==> src/cg_defs.svh <==
// Offsets, field positions, reset values and timing counts of the clock generator.
`ifndef CG_DEFS_SVH
`define CG_DEFS_SVH

`define CG_IDX_CLK_SRC      6'h14
`define CG_IDX_PER_CLK      6'h15
`define CG_IDX_ADC_RES      6'h16
`define CG_CLK_SRC_RESET    8'h00
`define CG_PER_CLK_RESET    8'h00
`define CG_ADC_RES_RESET    4'hE
`define CG_CLK_SRC_MASK     8'hEF
`define CG_PER_CLK_MASK     8'h4F
`define CG_BIT_SOURCE       0
`define CG_BIT_QUARTER      1
`define CG_BIT_CYCLE        2
`define CG_BIT_HALVE        3
`define CG_BIT_TIMER        5
`define CG_BIT_OSC_LO       6
`define CG_BIT_OSC_HI       7
`define CG_BIT_PUMP_RATE    0
`define CG_BIT_BEEP         1
`define CG_BIT_CHOP_LO      2
`define CG_BIT_CHOP_HI      3
`define CG_BIT_PUMP_EN      6
`define CG_SYS_CLK_PERIOD_NS 40
`define CG_INT_OSC_PERIOD_NS 1000
`define CG_INT_OSC_CYCLES   (`CG_INT_OSC_PERIOD_NS / `CG_SYS_CLK_PERIOD_NS)
`define CG_INT_CNT_W        5
`define CG_DIV_W            11
`define CG_CH_NUM           6
`define CG_CH_INSTR         0
`define CG_CH_ADC           1
`define CG_CH_BEEP          2
`define CG_CH_PUMP          3
`define CG_CH_CHOP          4
`define CG_CH_TIMER         5
`define CG_HALF_INSTR_00    11'h00D
`define CG_HALF_INSTR_01    11'h019
`define CG_HALF_INSTR_10    11'h004
`define CG_HALF_INSTR_11    11'h008
`define CG_HALF_ADC_0       11'h032
`define CG_HALF_ADC_1       11'h064
`define CG_HALF_BEEP_0      11'h1F4
`define CG_HALF_BEEP_1      11'h2EE
`define CG_HALF_BEEP_EXT    11'h010
`define CG_HALF_PUMP_0      11'h190
`define CG_HALF_PUMP_1      11'h0C8
`define CG_HALF_EXT_32      11'h040
`define CG_HALF_CHOP_0      11'h3E8
`define CG_HALF_CHOP_1      11'h7D0
`define CG_HALF_TIMER       11'h7D0
`define CG_CONV_W           16
`define CG_RESP_OKAY        2'h0
`define CG_RESP_SLVERR      2'h2

`endif

==> src/cg_pkg.sv <==
// Types shared by the clock generator.
`include "cg_defs.svh"
package cg_pkg;
  typedef enum logic [1:0] {cg_src_main, cg_src_sec, cg_src_ext} cg_tick_src_type;

  typedef struct packed {
    logic                                    ext_sync1;
    logic                                    ext_sync2;
    logic                                    ext_prev;
    logic                                    int_en;
    logic                                    ext_en;
    logic [`CG_INT_CNT_W-1:0]                int_cnt;
    logic                                    main_lvl;
    logic [1:0]                              q_cnt;
    logic [`CG_CH_NUM-1:0][`CG_DIV_W-1:0]    cnt;
    logic [`CG_CH_NUM-1:0]                   out;
    logic [`CG_CH_NUM-1:0][`CG_DIV_W-1:0]    prev_period;
    cg_tick_src_type [`CG_CH_NUM-1:0]        prev_src;
    logic                                    pump_clk;
    logic                                    chop;
    logic [`CG_CONV_W-1:0]                   conv_cnt;
    logic                                    conv_done;
    logic [7:0]                              clk_src_ctl;
    logic [7:0]                              per_clk_ctl;
    logic [3:0]                              adc_res;
    logic                                    aw_got;
    logic [7:0]                              aw_addr;
    logic                                    w_got;
    logic [7:0]                              w_data;
    logic                                    w_lane0;
    logic                                    awready;
    logic                                    wready;
    logic                                    bvalid;
    logic [1:0]                              bresp;
    logic                                    arready;
    logic                                    rvalid;
    logic [31:0]                             rdata;
    logic [1:0]                              rresp;
  } cg_state_type;
endpackage

==> src/cg_clock_gen.sv <==
// Clock source selection and derived clock generation with an AXI4-Lite register slave.
//
// How it works
// [RULE1] Main clock: internal when source bit 0, external, or external halved.
// [RULE2] Sources are an internal 1 MHz oscillator and an external 32768 Hz one.
// [RULE3] Secondary clock equals main clock, or main clock divided by four.
// [RULE4] Sleep turns both oscillators off whatever the enable bits say.
// [RULE5] Oscillator bits 00 both, 01 internal, 10 external, 11 internal.
// [RULE6] Instruction cycle is main clock over 6.5, 12.5, 2 or 4.
// [RULE7] Software keeps cycle select zero when ADC runs above 13 bits.
// [RULE8] Software switches only to a stable oscillator and follows with one NOP.
// [RULE9] ADC sample clock is main clock over 25, or over 50 when quartered.
// [RULE10] A conversion of N bits takes two to the N sample clocks.
// [RULE11] Beeper is secondary over 250, over 375, or external over 8.
// [RULE12] Pump clock is main over 200, main over 100, or external over 32.
// [RULE13] Chopper control is 0, 1, secondary over 500 or over 1000.
// [RULE14] Timer and LCD clock is secondary over 1000 when timer select is 0.
// [RULE15] Timer and LCD clock is external over 32 when timer select is 1.
// [RULE16] Dividers are synchronous counters that restart without runt pulses on select changes.
//
// Local design decision: register access over AXI4-Lite.
`include "cg_defs.svh"
`timescale 1ns/1ns
`default_nettype none

module cg_clock_gen #(
  parameter int ADDR_W = 8
) (
  input  wire logic              sys_clk,
  input  wire logic              arst_n,
  input  wire logic              ext_osc_in,
  input  wire logic              sleep_mode,
  output logic                   main_clock,
  output logic                   instr_clock,
  output logic                   adc_sample_clock,
  output logic                   adc_conversion_done,
  output logic                   beeper_clock,
  output logic                   pump_clock,
  output logic                   pump_enable,
  output logic                   chopper_ctrl,
  output logic                   timer_lcd_clock,
  output logic                   int_osc_en,
  output logic                   ext_osc_en,
  input  wire logic [ADDR_W-1:0] s_axi_awaddr,
  input  wire logic              s_axi_awvalid,
  output logic                   s_axi_awready,
  input  wire logic [31:0]       s_axi_wdata,
  input  wire logic [3:0]        s_axi_wstrb,
  input  wire logic              s_axi_wvalid,
  output logic                   s_axi_wready,
  output logic [1:0]             s_axi_bresp,
  output logic                   s_axi_bvalid,
  input  wire logic              s_axi_bready,
  input  wire logic [ADDR_W-1:0] s_axi_araddr,
  input  wire logic              s_axi_arvalid,
  output logic                   s_axi_arready,
  output logic [31:0]            s_axi_rdata,
  output logic [1:0]             s_axi_rresp,
  output logic                   s_axi_rvalid,
  input  wire logic              s_axi_rready
);

  if (ADDR_W < 8) begin : g_chk
    $error("ADDR_W must be at least 8");
  end

  localparam logic [`CG_INT_CNT_W-1:0] INT_HALF = `CG_INT_CNT_W'(`CG_INT_OSC_CYCLES / 2);
  localparam logic [`CG_INT_CNT_W-1:0] INT_LAST = `CG_INT_CNT_W'(`CG_INT_OSC_CYCLES - 1);
  localparam logic [ADDR_W-1:0] ADDR_CLK_SRC = ADDR_W'({`CG_IDX_CLK_SRC, 2'b00});
  localparam logic [ADDR_W-1:0] ADDR_PER_CLK = ADDR_W'({`CG_IDX_PER_CLK, 2'b00});
  localparam logic [ADDR_W-1:0] ADDR_ADC_RES = ADDR_W'({`CG_IDX_ADC_RES, 2'b00});

  cg_pkg::cg_state_type st;
  cg_pkg::cg_state_type next_st;

  logic                                    src_bit;
  logic                                    quarter_bit;
  logic                                    cycle_bit;
  logic                                    halve_bit;
  logic                                    int_tick;
  logic                                    ext_edge;
  logic                                    ext_rise;
  logic                                    main_tick;
  logic                                    sec_tick;
  logic [`CG_CH_NUM-1:0]                   ch_tick;
  logic [`CG_CH_NUM-1:0][`CG_DIV_W-1:0]    ch_period;
  cg_pkg::cg_tick_src_type [`CG_CH_NUM-1:0] ch_src;
  wire logic [`CG_CH_NUM-1:0][`CG_DIV_W-1:0] div_cnt;
  wire logic [`CG_CH_NUM-1:0]              div_out;

  assign src_bit     = st.clk_src_ctl[`CG_BIT_SOURCE];
  assign quarter_bit = st.clk_src_ctl[`CG_BIT_QUARTER];
  assign cycle_bit   = st.clk_src_ctl[`CG_BIT_CYCLE];
  assign halve_bit   = st.clk_src_ctl[`CG_BIT_HALVE];

  // Oscillators and divider selection. Every clock is a tick in the sys_clk domain, one tick
  // per half period, so that the 6.5 and 12.5 ratios come out as whole tick counts.
  always_comb begin
    int_tick  = st.int_en && (st.int_cnt == INT_HALF || st.int_cnt == INT_LAST); // RULE2
    ext_edge  = st.ext_en && (st.ext_sync2 != st.ext_prev);                         // RULE2
    ext_rise  = ext_edge && st.ext_sync2;
    main_tick = src_bit ? (halve_bit ? ext_rise : ext_edge) : int_tick;          // RULE1
    sec_tick  = quarter_bit ? (main_tick && st.q_cnt == 2'h3) : main_tick;       // RULE3
    unique case ({cycle_bit, quarter_bit})                                       // RULE6
      2'b00:   ch_period[`CG_CH_INSTR] = `CG_HALF_INSTR_00;
      2'b01:   ch_period[`CG_CH_INSTR] = `CG_HALF_INSTR_01;
      2'b10:   ch_period[`CG_CH_INSTR] = `CG_HALF_INSTR_10;
      2'b11:   ch_period[`CG_CH_INSTR] = `CG_HALF_INSTR_11;
    endcase
    ch_src[`CG_CH_INSTR]   = cg_pkg::cg_src_main;
    ch_period[`CG_CH_ADC]  = quarter_bit ? `CG_HALF_ADC_1 : `CG_HALF_ADC_0;   // RULE9
    ch_src[`CG_CH_ADC]     = cg_pkg::cg_src_main;
    if (!st.per_clk_ctl[`CG_BIT_BEEP]) begin                                     // RULE11
      ch_period[`CG_CH_BEEP] = `CG_HALF_BEEP_0;
      ch_src[`CG_CH_BEEP]    = cg_pkg::cg_src_sec;
    end else if (!src_bit) begin
      ch_period[`CG_CH_BEEP] = `CG_HALF_BEEP_1;
      ch_src[`CG_CH_BEEP]    = cg_pkg::cg_src_sec;
    end else begin
      ch_period[`CG_CH_BEEP] = `CG_HALF_BEEP_EXT;
      ch_src[`CG_CH_BEEP]    = cg_pkg::cg_src_ext;
    end
    if (src_bit) begin                                                           // RULE12
      ch_period[`CG_CH_PUMP] = `CG_HALF_EXT_32;
      ch_src[`CG_CH_PUMP]    = cg_pkg::cg_src_ext;
    end else begin
      ch_period[`CG_CH_PUMP] = st.per_clk_ctl[`CG_BIT_PUMP_RATE] ? `CG_HALF_PUMP_1
                                                                  : `CG_HALF_PUMP_0;
      ch_src[`CG_CH_PUMP]    = cg_pkg::cg_src_main;
    end
    ch_period[`CG_CH_CHOP] = st.per_clk_ctl[`CG_BIT_CHOP_LO] ? `CG_HALF_CHOP_1
                                                              : `CG_HALF_CHOP_0;   // RULE13
    ch_src[`CG_CH_CHOP]    = cg_pkg::cg_src_sec;
    if (st.clk_src_ctl[`CG_BIT_TIMER]) begin                                     // RULE15
      ch_period[`CG_CH_TIMER] = `CG_HALF_EXT_32;
      ch_src[`CG_CH_TIMER]    = cg_pkg::cg_src_ext;
    end else begin                                                               // RULE14
      ch_period[`CG_CH_TIMER] = `CG_HALF_TIMER;
      ch_src[`CG_CH_TIMER]    = cg_pkg::cg_src_sec;
    end
    for (int k = 0; k < `CG_CH_NUM; k++) begin
      unique case (ch_src[k])
        cg_pkg::cg_src_main: ch_tick[k] = main_tick;
        cg_pkg::cg_src_sec:  ch_tick[k] = sec_tick;
        default:             ch_tick[k] = ext_edge;
      endcase
    end
  end

  // A restart parks the counter on its last low count, so the first high phase after a change
  // is a full one rather than a shortened sliver.
  for (genvar i = 0; i < `CG_CH_NUM; i++) begin : g_div
    logic [`CG_DIV_W-1:0] inc;
    logic [`CG_DIV_W-1:0] nc;
    logic                 no;
    always_comb begin
      inc = st.cnt[i] + `CG_DIV_W'(1);
      nc  = st.cnt[i];
      no  = st.out[i];
      if (ch_period[i] != st.prev_period[i] || ch_src[i] != st.prev_src[i]) begin // RULE16
        nc = ch_period[i] - `CG_DIV_W'(1);
        no = 1'b0;
      end else if (ch_tick[i]) begin                                             // RULE16
        nc = (inc >= ch_period[i]) ? '0 : inc;
        no = nc < ((ch_period[i] + `CG_DIV_W'(1)) >> 1);
      end
    end
    assign div_cnt[i] = nc;
    assign div_out[i] = no;
  end

  always_comb begin
    logic                 aw_fire;
    logic                 w_fire;
    logic                 have_aw;
    logic                 have_w;
    logic [ADDR_W-1:0]    waddr;
    logic [7:0]           wbyte;
    logic                 wlane;
    logic [ADDR_W-1:0]    raddr;
    aw_fire = s_axi_awvalid && st.awready;
    w_fire  = s_axi_wvalid && st.wready;
    have_aw = st.aw_got || aw_fire;
    have_w  = st.w_got || w_fire;
    waddr   = aw_fire ? s_axi_awaddr : ADDR_W'(st.aw_addr);
    wbyte   = w_fire ? s_axi_wdata[7:0] : st.w_data;
    wlane   = w_fire ? s_axi_wstrb[0] : st.w_lane0;
    raddr   = {s_axi_araddr[ADDR_W-1:2], 2'b00};
    next_st = st;

    next_st.ext_sync1 = ext_osc_in;
    next_st.ext_sync2 = st.ext_sync1;
    next_st.ext_prev  = st.ext_sync2;
    if (sleep_mode) begin                                                        // RULE4
      next_st.int_en = 1'b0;
      next_st.ext_en = 1'b0;
    end else begin                                                               // RULE5
      next_st.int_en = st.clk_src_ctl[`CG_BIT_OSC_HI:`CG_BIT_OSC_LO] != 2'b10;
      next_st.ext_en = !st.clk_src_ctl[`CG_BIT_OSC_LO];
    end
    if (!st.int_en) begin
      next_st.int_cnt = '0;
    end else begin                                                               // RULE2
      next_st.int_cnt = (st.int_cnt == INT_LAST) ? '0 : st.int_cnt + `CG_INT_CNT_W'(1);
    end
    if (main_tick) begin                                                         // RULE1
      next_st.main_lvl = !st.main_lvl;
      next_st.q_cnt    = st.q_cnt + 2'h1;                                        // RULE3
    end
    next_st.cnt         = div_cnt;
    next_st.out         = div_out;
    next_st.prev_period = ch_period;
    next_st.prev_src    = ch_src;
    next_st.pump_clk    = div_out[`CG_CH_PUMP] && st.per_clk_ctl[`CG_BIT_PUMP_EN];
    unique case (st.per_clk_ctl[`CG_BIT_CHOP_HI:`CG_BIT_CHOP_LO])                 // RULE13
      2'b00:   next_st.chop = 1'b0;
      2'b01:   next_st.chop = 1'b1;
      default: next_st.chop = div_out[`CG_CH_CHOP];
    endcase

    next_st.conv_done = 1'b0;
    if (div_out[`CG_CH_ADC] && !st.out[`CG_CH_ADC]) begin                        // RULE10
      if ((17'(st.conv_cnt) + 17'h00001) == (17'h00001 << st.adc_res)) begin
        next_st.conv_cnt  = '0;
        next_st.conv_done = 1'b1;
      end else begin
        next_st.conv_cnt = st.conv_cnt + `CG_CONV_W'(1);
      end
    end

    // Address and data may arrive in either order; each is held until its partner shows up.
    if (aw_fire) begin
      next_st.aw_addr = s_axi_awaddr[7:0];
      next_st.aw_got  = 1'b1;
    end
    if (w_fire) begin
      next_st.w_data  = s_axi_wdata[7:0];
      next_st.w_lane0 = s_axi_wstrb[0];
      next_st.w_got   = 1'b1;
    end
    if (st.bvalid && s_axi_bready) begin
      next_st.bvalid = 1'b0;
    end
    if (have_aw && have_w && !st.bvalid) begin
      next_st.aw_got = 1'b0;
      next_st.w_got  = 1'b0;
      next_st.bvalid = 1'b1;
      next_st.bresp  = `CG_RESP_OKAY;
      if ({waddr[ADDR_W-1:2], 2'b00} == ADDR_CLK_SRC) begin
        if (wlane) begin
          next_st.clk_src_ctl = wbyte & `CG_CLK_SRC_MASK;
        end
      end else if ({waddr[ADDR_W-1:2], 2'b00} == ADDR_PER_CLK) begin
        if (wlane) begin
          next_st.per_clk_ctl = wbyte & `CG_PER_CLK_MASK;
        end
      end else if ({waddr[ADDR_W-1:2], 2'b00} == ADDR_ADC_RES) begin
        if (wlane) begin
          next_st.adc_res  = wbyte[3:0];
          next_st.conv_cnt = '0;
        end
      end else begin
        next_st.bresp = `CG_RESP_SLVERR;
      end
    end
    next_st.awready = !next_st.aw_got && !next_st.bvalid;
    next_st.wready  = !next_st.w_got && !next_st.bvalid;

    if (st.rvalid && s_axi_rready) begin
      next_st.rvalid = 1'b0;
    end
    if (s_axi_arvalid && st.arready) begin
      next_st.rvalid = 1'b1;
      next_st.rresp  = `CG_RESP_OKAY;
      if (raddr == ADDR_CLK_SRC) begin
        next_st.rdata = {24'h000000, st.clk_src_ctl};
      end else if (raddr == ADDR_PER_CLK) begin
        next_st.rdata = {24'h000000, st.per_clk_ctl};
      end else if (raddr == ADDR_ADC_RES) begin
        next_st.rdata = {21'h000000, st.main_lvl, st.ext_en, st.int_en, 4'h0, st.adc_res};
      end else begin
        next_st.rdata = 32'h00000000;
        next_st.rresp = `CG_RESP_SLVERR;
      end
    end
    next_st.arready = !next_st.rvalid;
  end

  always_ff @(posedge sys_clk or negedge arst_n) begin
    if (!arst_n) begin
      st             <= '0;
      st.clk_src_ctl <= `CG_CLK_SRC_RESET;
      st.per_clk_ctl <= `CG_PER_CLK_RESET;
      st.adc_res     <= `CG_ADC_RES_RESET;
      st.awready     <= 1'b1;
      st.wready      <= 1'b1;
      st.arready     <= 1'b1;
    end else begin
      st <= next_st;
    end
  end

  assign main_clock          = st.main_lvl;
  assign instr_clock         = st.out[`CG_CH_INSTR];
  assign adc_sample_clock    = st.out[`CG_CH_ADC];
  assign adc_conversion_done = st.conv_done;
  assign beeper_clock        = st.out[`CG_CH_BEEP];
  assign pump_clock          = st.pump_clk;
  assign pump_enable         = st.per_clk_ctl[`CG_BIT_PUMP_EN];
  assign chopper_ctrl        = st.chop;
  assign timer_lcd_clock     = st.out[`CG_CH_TIMER];
  assign int_osc_en          = st.int_en;
  assign ext_osc_en          = st.ext_en;
  assign s_axi_awready       = st.awready;
  assign s_axi_wready        = st.wready;
  assign s_axi_bvalid        = st.bvalid;
  assign s_axi_bresp         = st.bresp;
  assign s_axi_arready       = st.arready;
  assign s_axi_rvalid        = st.rvalid;
  assign s_axi_rdata         = st.rdata;
  assign s_axi_rresp         = st.rresp;
endmodule // cg_clock_gen

`default_nettype wire

==> config.mk <==
export PLATFORM = sky130hd
export DESIGN_NAME = cg_clock_gen
export DESIGN_NICKNAME = d
export VERILOG_FILES = /design/src/cg_pkg.sv /design/src/cg_clock_gen.sv
export VERILOG_INCLUDE_DIRS = /design/src /design/src/src
export SDC_FILE = /design/constraint.sdc
export NUM_CORES = 1
export LEC_CHECK = 0
export ABC_AREA = 1
export BUFFER_PORTS_ARGS = -buffer_cell sky130_fd_sc_hd__buf_2
export CORE_MARGIN = 2
export CORE_UTILIZATION = 50
export CTS_CLUSTER_SIZE = 12
export DETAILED_ROUTE_END_ITERATION = 8
export GPL_ROUTABILITY_DRIVEN = 0
export PLACE_DENSITY = 0.72
export SETUP_SLACK_MARGIN = 0.5
export SYNTH_ARGS = -nofsm -noshare
export SYNTH_HDL_FRONTEND = slang
export SYNTH_SLANG_ARGS = --single-unit
export TNS_END_PERCENT = 100
==> constraint.sdc <==
create_clock -name sys_clk -period 3.9 [get_ports sys_clk]
set_clock_uncertainty 0.05 [all_clocks]
set_input_delay 0.195 -clock sys_clk [delete_from_list [all_inputs] [get_ports sys_clk]]
set_output_delay 0.195 -clock sys_clk [all_outputs]
set_load 0.05 [all_outputs]
==> load_flow_metrics.sql <==
INSERT INTO impl_metrics (metric_group, metric, value, unit) VALUES
('status', 'outcome', 'completed', ''),
('timing', 'finalHoldViolCount', '0', ''),
('setup_path', 'critPathLaunchType', 'flop', ''),
('setup_path', 'reg2reg_depth', '23', ''),
('yosys', 'synth.top_cells.by_count', '371 x nand2_1, 215 x inv_1, 168 x dfrtp_1, 160 x nor2_1, 73 x ha_1', ''),
('setup_path', 'timing.critical_path.required', '4.22', 'ns'),
('floorplanning', 'dieHeight', '154', 'microns'),
('clocking', 'cts_tree', 'yes', ''),
('setup_path', 'critical_path.max_fanout', '6', ''),
('layout', 'ant_diodes', '0', ''),
('clocking', 'numCtsBuffers', '17', ''),
('clocking', 'clk_path_buf_depth', '2', ''),
('drt', 'drt-initial-drc-count', '722', ''),
('yosys', 'yosys_most_used_dff', 'dfrtp_1', ''),
('hold_path', 'worst_hold_path.num_cells', '3', ''),
('setup_path', 'internal_reg_to_reg_setup_slack', '0.24', 'ns'),
('drt', 'wl_cell', '14.8', 'microns'),
('placed_design', 'placedInstanceArea', '11800', 'sq um'),
('timing', 'rsz_0062_raised_after_global_routing', 'yes', ''),
('yosys', 'synth.yosys.seq_area_share', '38.6', '%'),
('timing', 'slew_violations', '0', ''),
('yosys', 'syn_inst', '1485', ''),
('clocking', 'register_clock_pin_slew_on_the_reported_worst_setup_and_hold_paths', '0.07', 'ns'),
('floorplanning', 'die_w', '154', 'microns'),
('setup_path', 'worst_ep_arrival_time', '3.99', 'ns'),
('layout', 'final_design_area_no_fill', '13300', 'sq um'),
('clocking', 'clock_sink_count', '174', ''),
('floorplanning', 'rows', '54', ''),
('power_and_ir_drop', 'power-per-cell-area', '801', 'nW/um^2'),
('timing', 'maximum_achievable_frequency', '0.273', 'GHz'),
('power_and_ir_drop', 'leakagePower', '6.99', 'nW'),
('clocking', 'clock_latency', '0.44', 'ns'),
('setup_path', 'kind_of_end_point_of_the_critical_path', 'flop', ''),
('timing', 'layout_min_cycle_time', '3.66', 'ns'),
('yosys', 'synth_top_area_share', '37.2', '%'),
('yosys', 'synth_area_leaders', 'dfrtp_1 37%, nand2_1 12%, ha_1 8.1%, inv_1 7.1%, nor2_1 5.3%', ''),
('placed_design', 'place_ws', '0.280', 'ns'),
('placed_design', 'post-place-cells', '1804', ''),
('flow_run', 'timing.max_cap.violations', '0', ''),
('yosys', 'most_area_hungry_cell_type_in_the_yosys_netlist', 'dfrtp_1', ''),
('yosys', 'yosysWarnings', '0', ''),
('timing', 'timing.slew.headroom', '37.3', '%'),
('drt', 'drt-total-wl', '28.0', 'mm'),
('global_routing', 'initial_antenna_violation_count', '0', ''),
('timing', 'finalHoldWorstSlack', '0.0372', 'ns'),
('global_routing', 'first_global_vias', '9401', ''),
('hold_path', 'min_path_type', 'in2reg', ''),
('timing', 'tightestPinTransition', '0.941', 'ns'),
('yosys', 'async_flop_share', '100', '%'),
('layout', 'share_of_post_route_cells_with_drive_strength_above_1', '18.9', '%'),
('floorplanning', 'floorplan.core_area', '22000', 'sq um'),
('drt', 'final_antenna_net_count', '0', ''),
('layout', 'final-instance-count-excl-fill', '1896', ''),
('yosys', 'synthMostInstantiatedCell', 'nand2_1', ''),
('placed_design', 'port_buffers', '56', ''),
('yosys', 'synth_enable_flop_cells', '0', ''),
('floorplanning', 'floorplan.initialDensity', '51.3', '%'),
('yosys', 'yosys_register_bits', '174', ''),
('layout', 'synthToLayoutAreaGrowth', '18.0', '%'),
('hold_path', 'min_to', 'st[58]$_DFFE_PN0P_', ''),
('timing', 'fin_ws', '0.238', 'ns'),
('layout', 'fill_cells', '1913', ''),
('setup_path', 'r2r_start', 'st[210]$_DFFE_PN0P_', ''),
('layout', 'final_core_util', '60.5', '%'),
('global_routing', 'grt_start_max_net_pins', '101', ''),
('floorplanning', 'die_area', '23800', 'sq um'),
('setup_path', 'reg2reg_to', 'beeper_clock$_DFFE_PN0P_', ''),
('timing', 'setup_viol', '0', ''),
('global_routing', 'grt_pass1_wl', '45.2', 'mm'),
('timing', 'min_period_over_period', '93.9', '%'),
('global_routing', 'gr-usage-all-layers', '23.2', '%');
worst max path at each step:
| stage | cells past startpoint | startpoint | end |
|---|---|---|---|
| 6_report | 23 | st[210]$_DFFE_PN0P_ | beeper_clock$_DFFE_PN0P_ |
| 5_1_grt | 22 | st[210]$_DFFE_PN0P_ | beeper_clock$_DFFE_PN0P_ |
| 4_1_cts | 22 | st[227]$_DFFE_PN0P_ | chopper_ctrl$_DFF_PN0_ |
| 3_5_place_dp | 22 | st[210]$_DFFE_PN0P_ | beeper_clock$_DFFE_PN0P_ |
| 3_3_place_gp | 22 | st[210]$_DFFE_PN0P_ | beeper_clock$_DFFE_PN0P_ |
| 2_1_floorplan | 22 | st[210]$_DFFE_PN0P_ | beeper_clock$_DFFE_PN0P_ |
report_power, final:
group	leakage, nW	internal, mW	switching [mW]
registers	2.07	2.32	0.411
clock network	0.308	1.08	0.773
logic	4.61	2.17	3.92
total	6.99	5.57	5.11
cells by family after synthesis:
logic type / count (synthesis) / share of synthesized area [%]
AND/OR/NAND/NOR: 733 / 29.2
buffers and inverters: 276 / 10.7
flip-flops: 174 / 38.6
AO/OA/AOI/OAI: 169 / 8.66
adder cells (fa/ha/maj): 73 / 8.09
XOR/XNOR: 57 / 4.54
other: 2 / 0.0665
multiplexers: 1 / 0.0997
layer usage:
metal | GRT usage, % | vias to the layer above | part of all wire (%)
met2 | 37.4 | 300 | 47
met1 | 31.7 | 4735 | 45
met5 | 0 | - | 0
li1 | - | 4953 | -
met4 | 8.77 | 0 | 3.0
met3 | 3.50 | 75 | 5.0
cell usage in the layout (no fill, tap or decap), drive strengths merged, types with 2 or more instances in the layout:
cell,n
a22oi,16
a21oi,45
xor2,46
nand3,67
clkbuf,21
clkinvlp,2
o21ai,76
bufinv,3
o221ai,6
nor2,177
xnor2,10
ha,73
nand4,41
o22ai,3
or2,8
inv,228
dlygate4sd3,8
clkinv,3
nand2,392
o211ai,8
o31ai,6
a31oi,2
a211oi,2
a22o,2
dfstp,6
conb,25
and2,7
buf,119
nor4,9
dfrtp,168
nor3,29
cell type report:
class / count / area, sq um / share of cell area [%]
sequential: 174 / 4370 / 32.8
clock inverter: 12 / 171 / 1.29
multi-input combinational: 1058 / 6240 / 46.8
tap: 280 / 350 / 2.63
timing repair buffer: 128 / 890 / 6.67
clock buffer: 20 / 467 / 3.50
inverter: 224 / 843 / 6.33
timing repair:
item,in CTS,in global routing
pin swaps,6,46
resized for setup,22,85
cloned,0,1
setup endpoints to repair,22,29
buffers inserted,17,34
endpoints found under the hold margin,102,0
hold buffers,8,0
critical path, cell delays in order (launching register included):
cell and delay, ns:
dfrtp_1 0.43, inv_2 0.09, nor4_4 0.34, nand2_2 0.18, nor3_4 0.21, xor2_1 0.17
inv_1 0.11, ha_4 0.23, nand2_1 0.09, inv_1 0.05, o21ai_1 0.14, nand3_1 0.11
nor2_2 0.19, nand2_4 0.13, buf_4 0.15, nor2_1 0.20, ha_1 0.28, nand2_1 0.08
inv_1 0.05, nand2_1 0.05, nor2_1 0.04, nand2_1 0.06, nand4_1 0.08, nand2_1 0.08
Note: power is estimated with default switching activity, not from simulation.
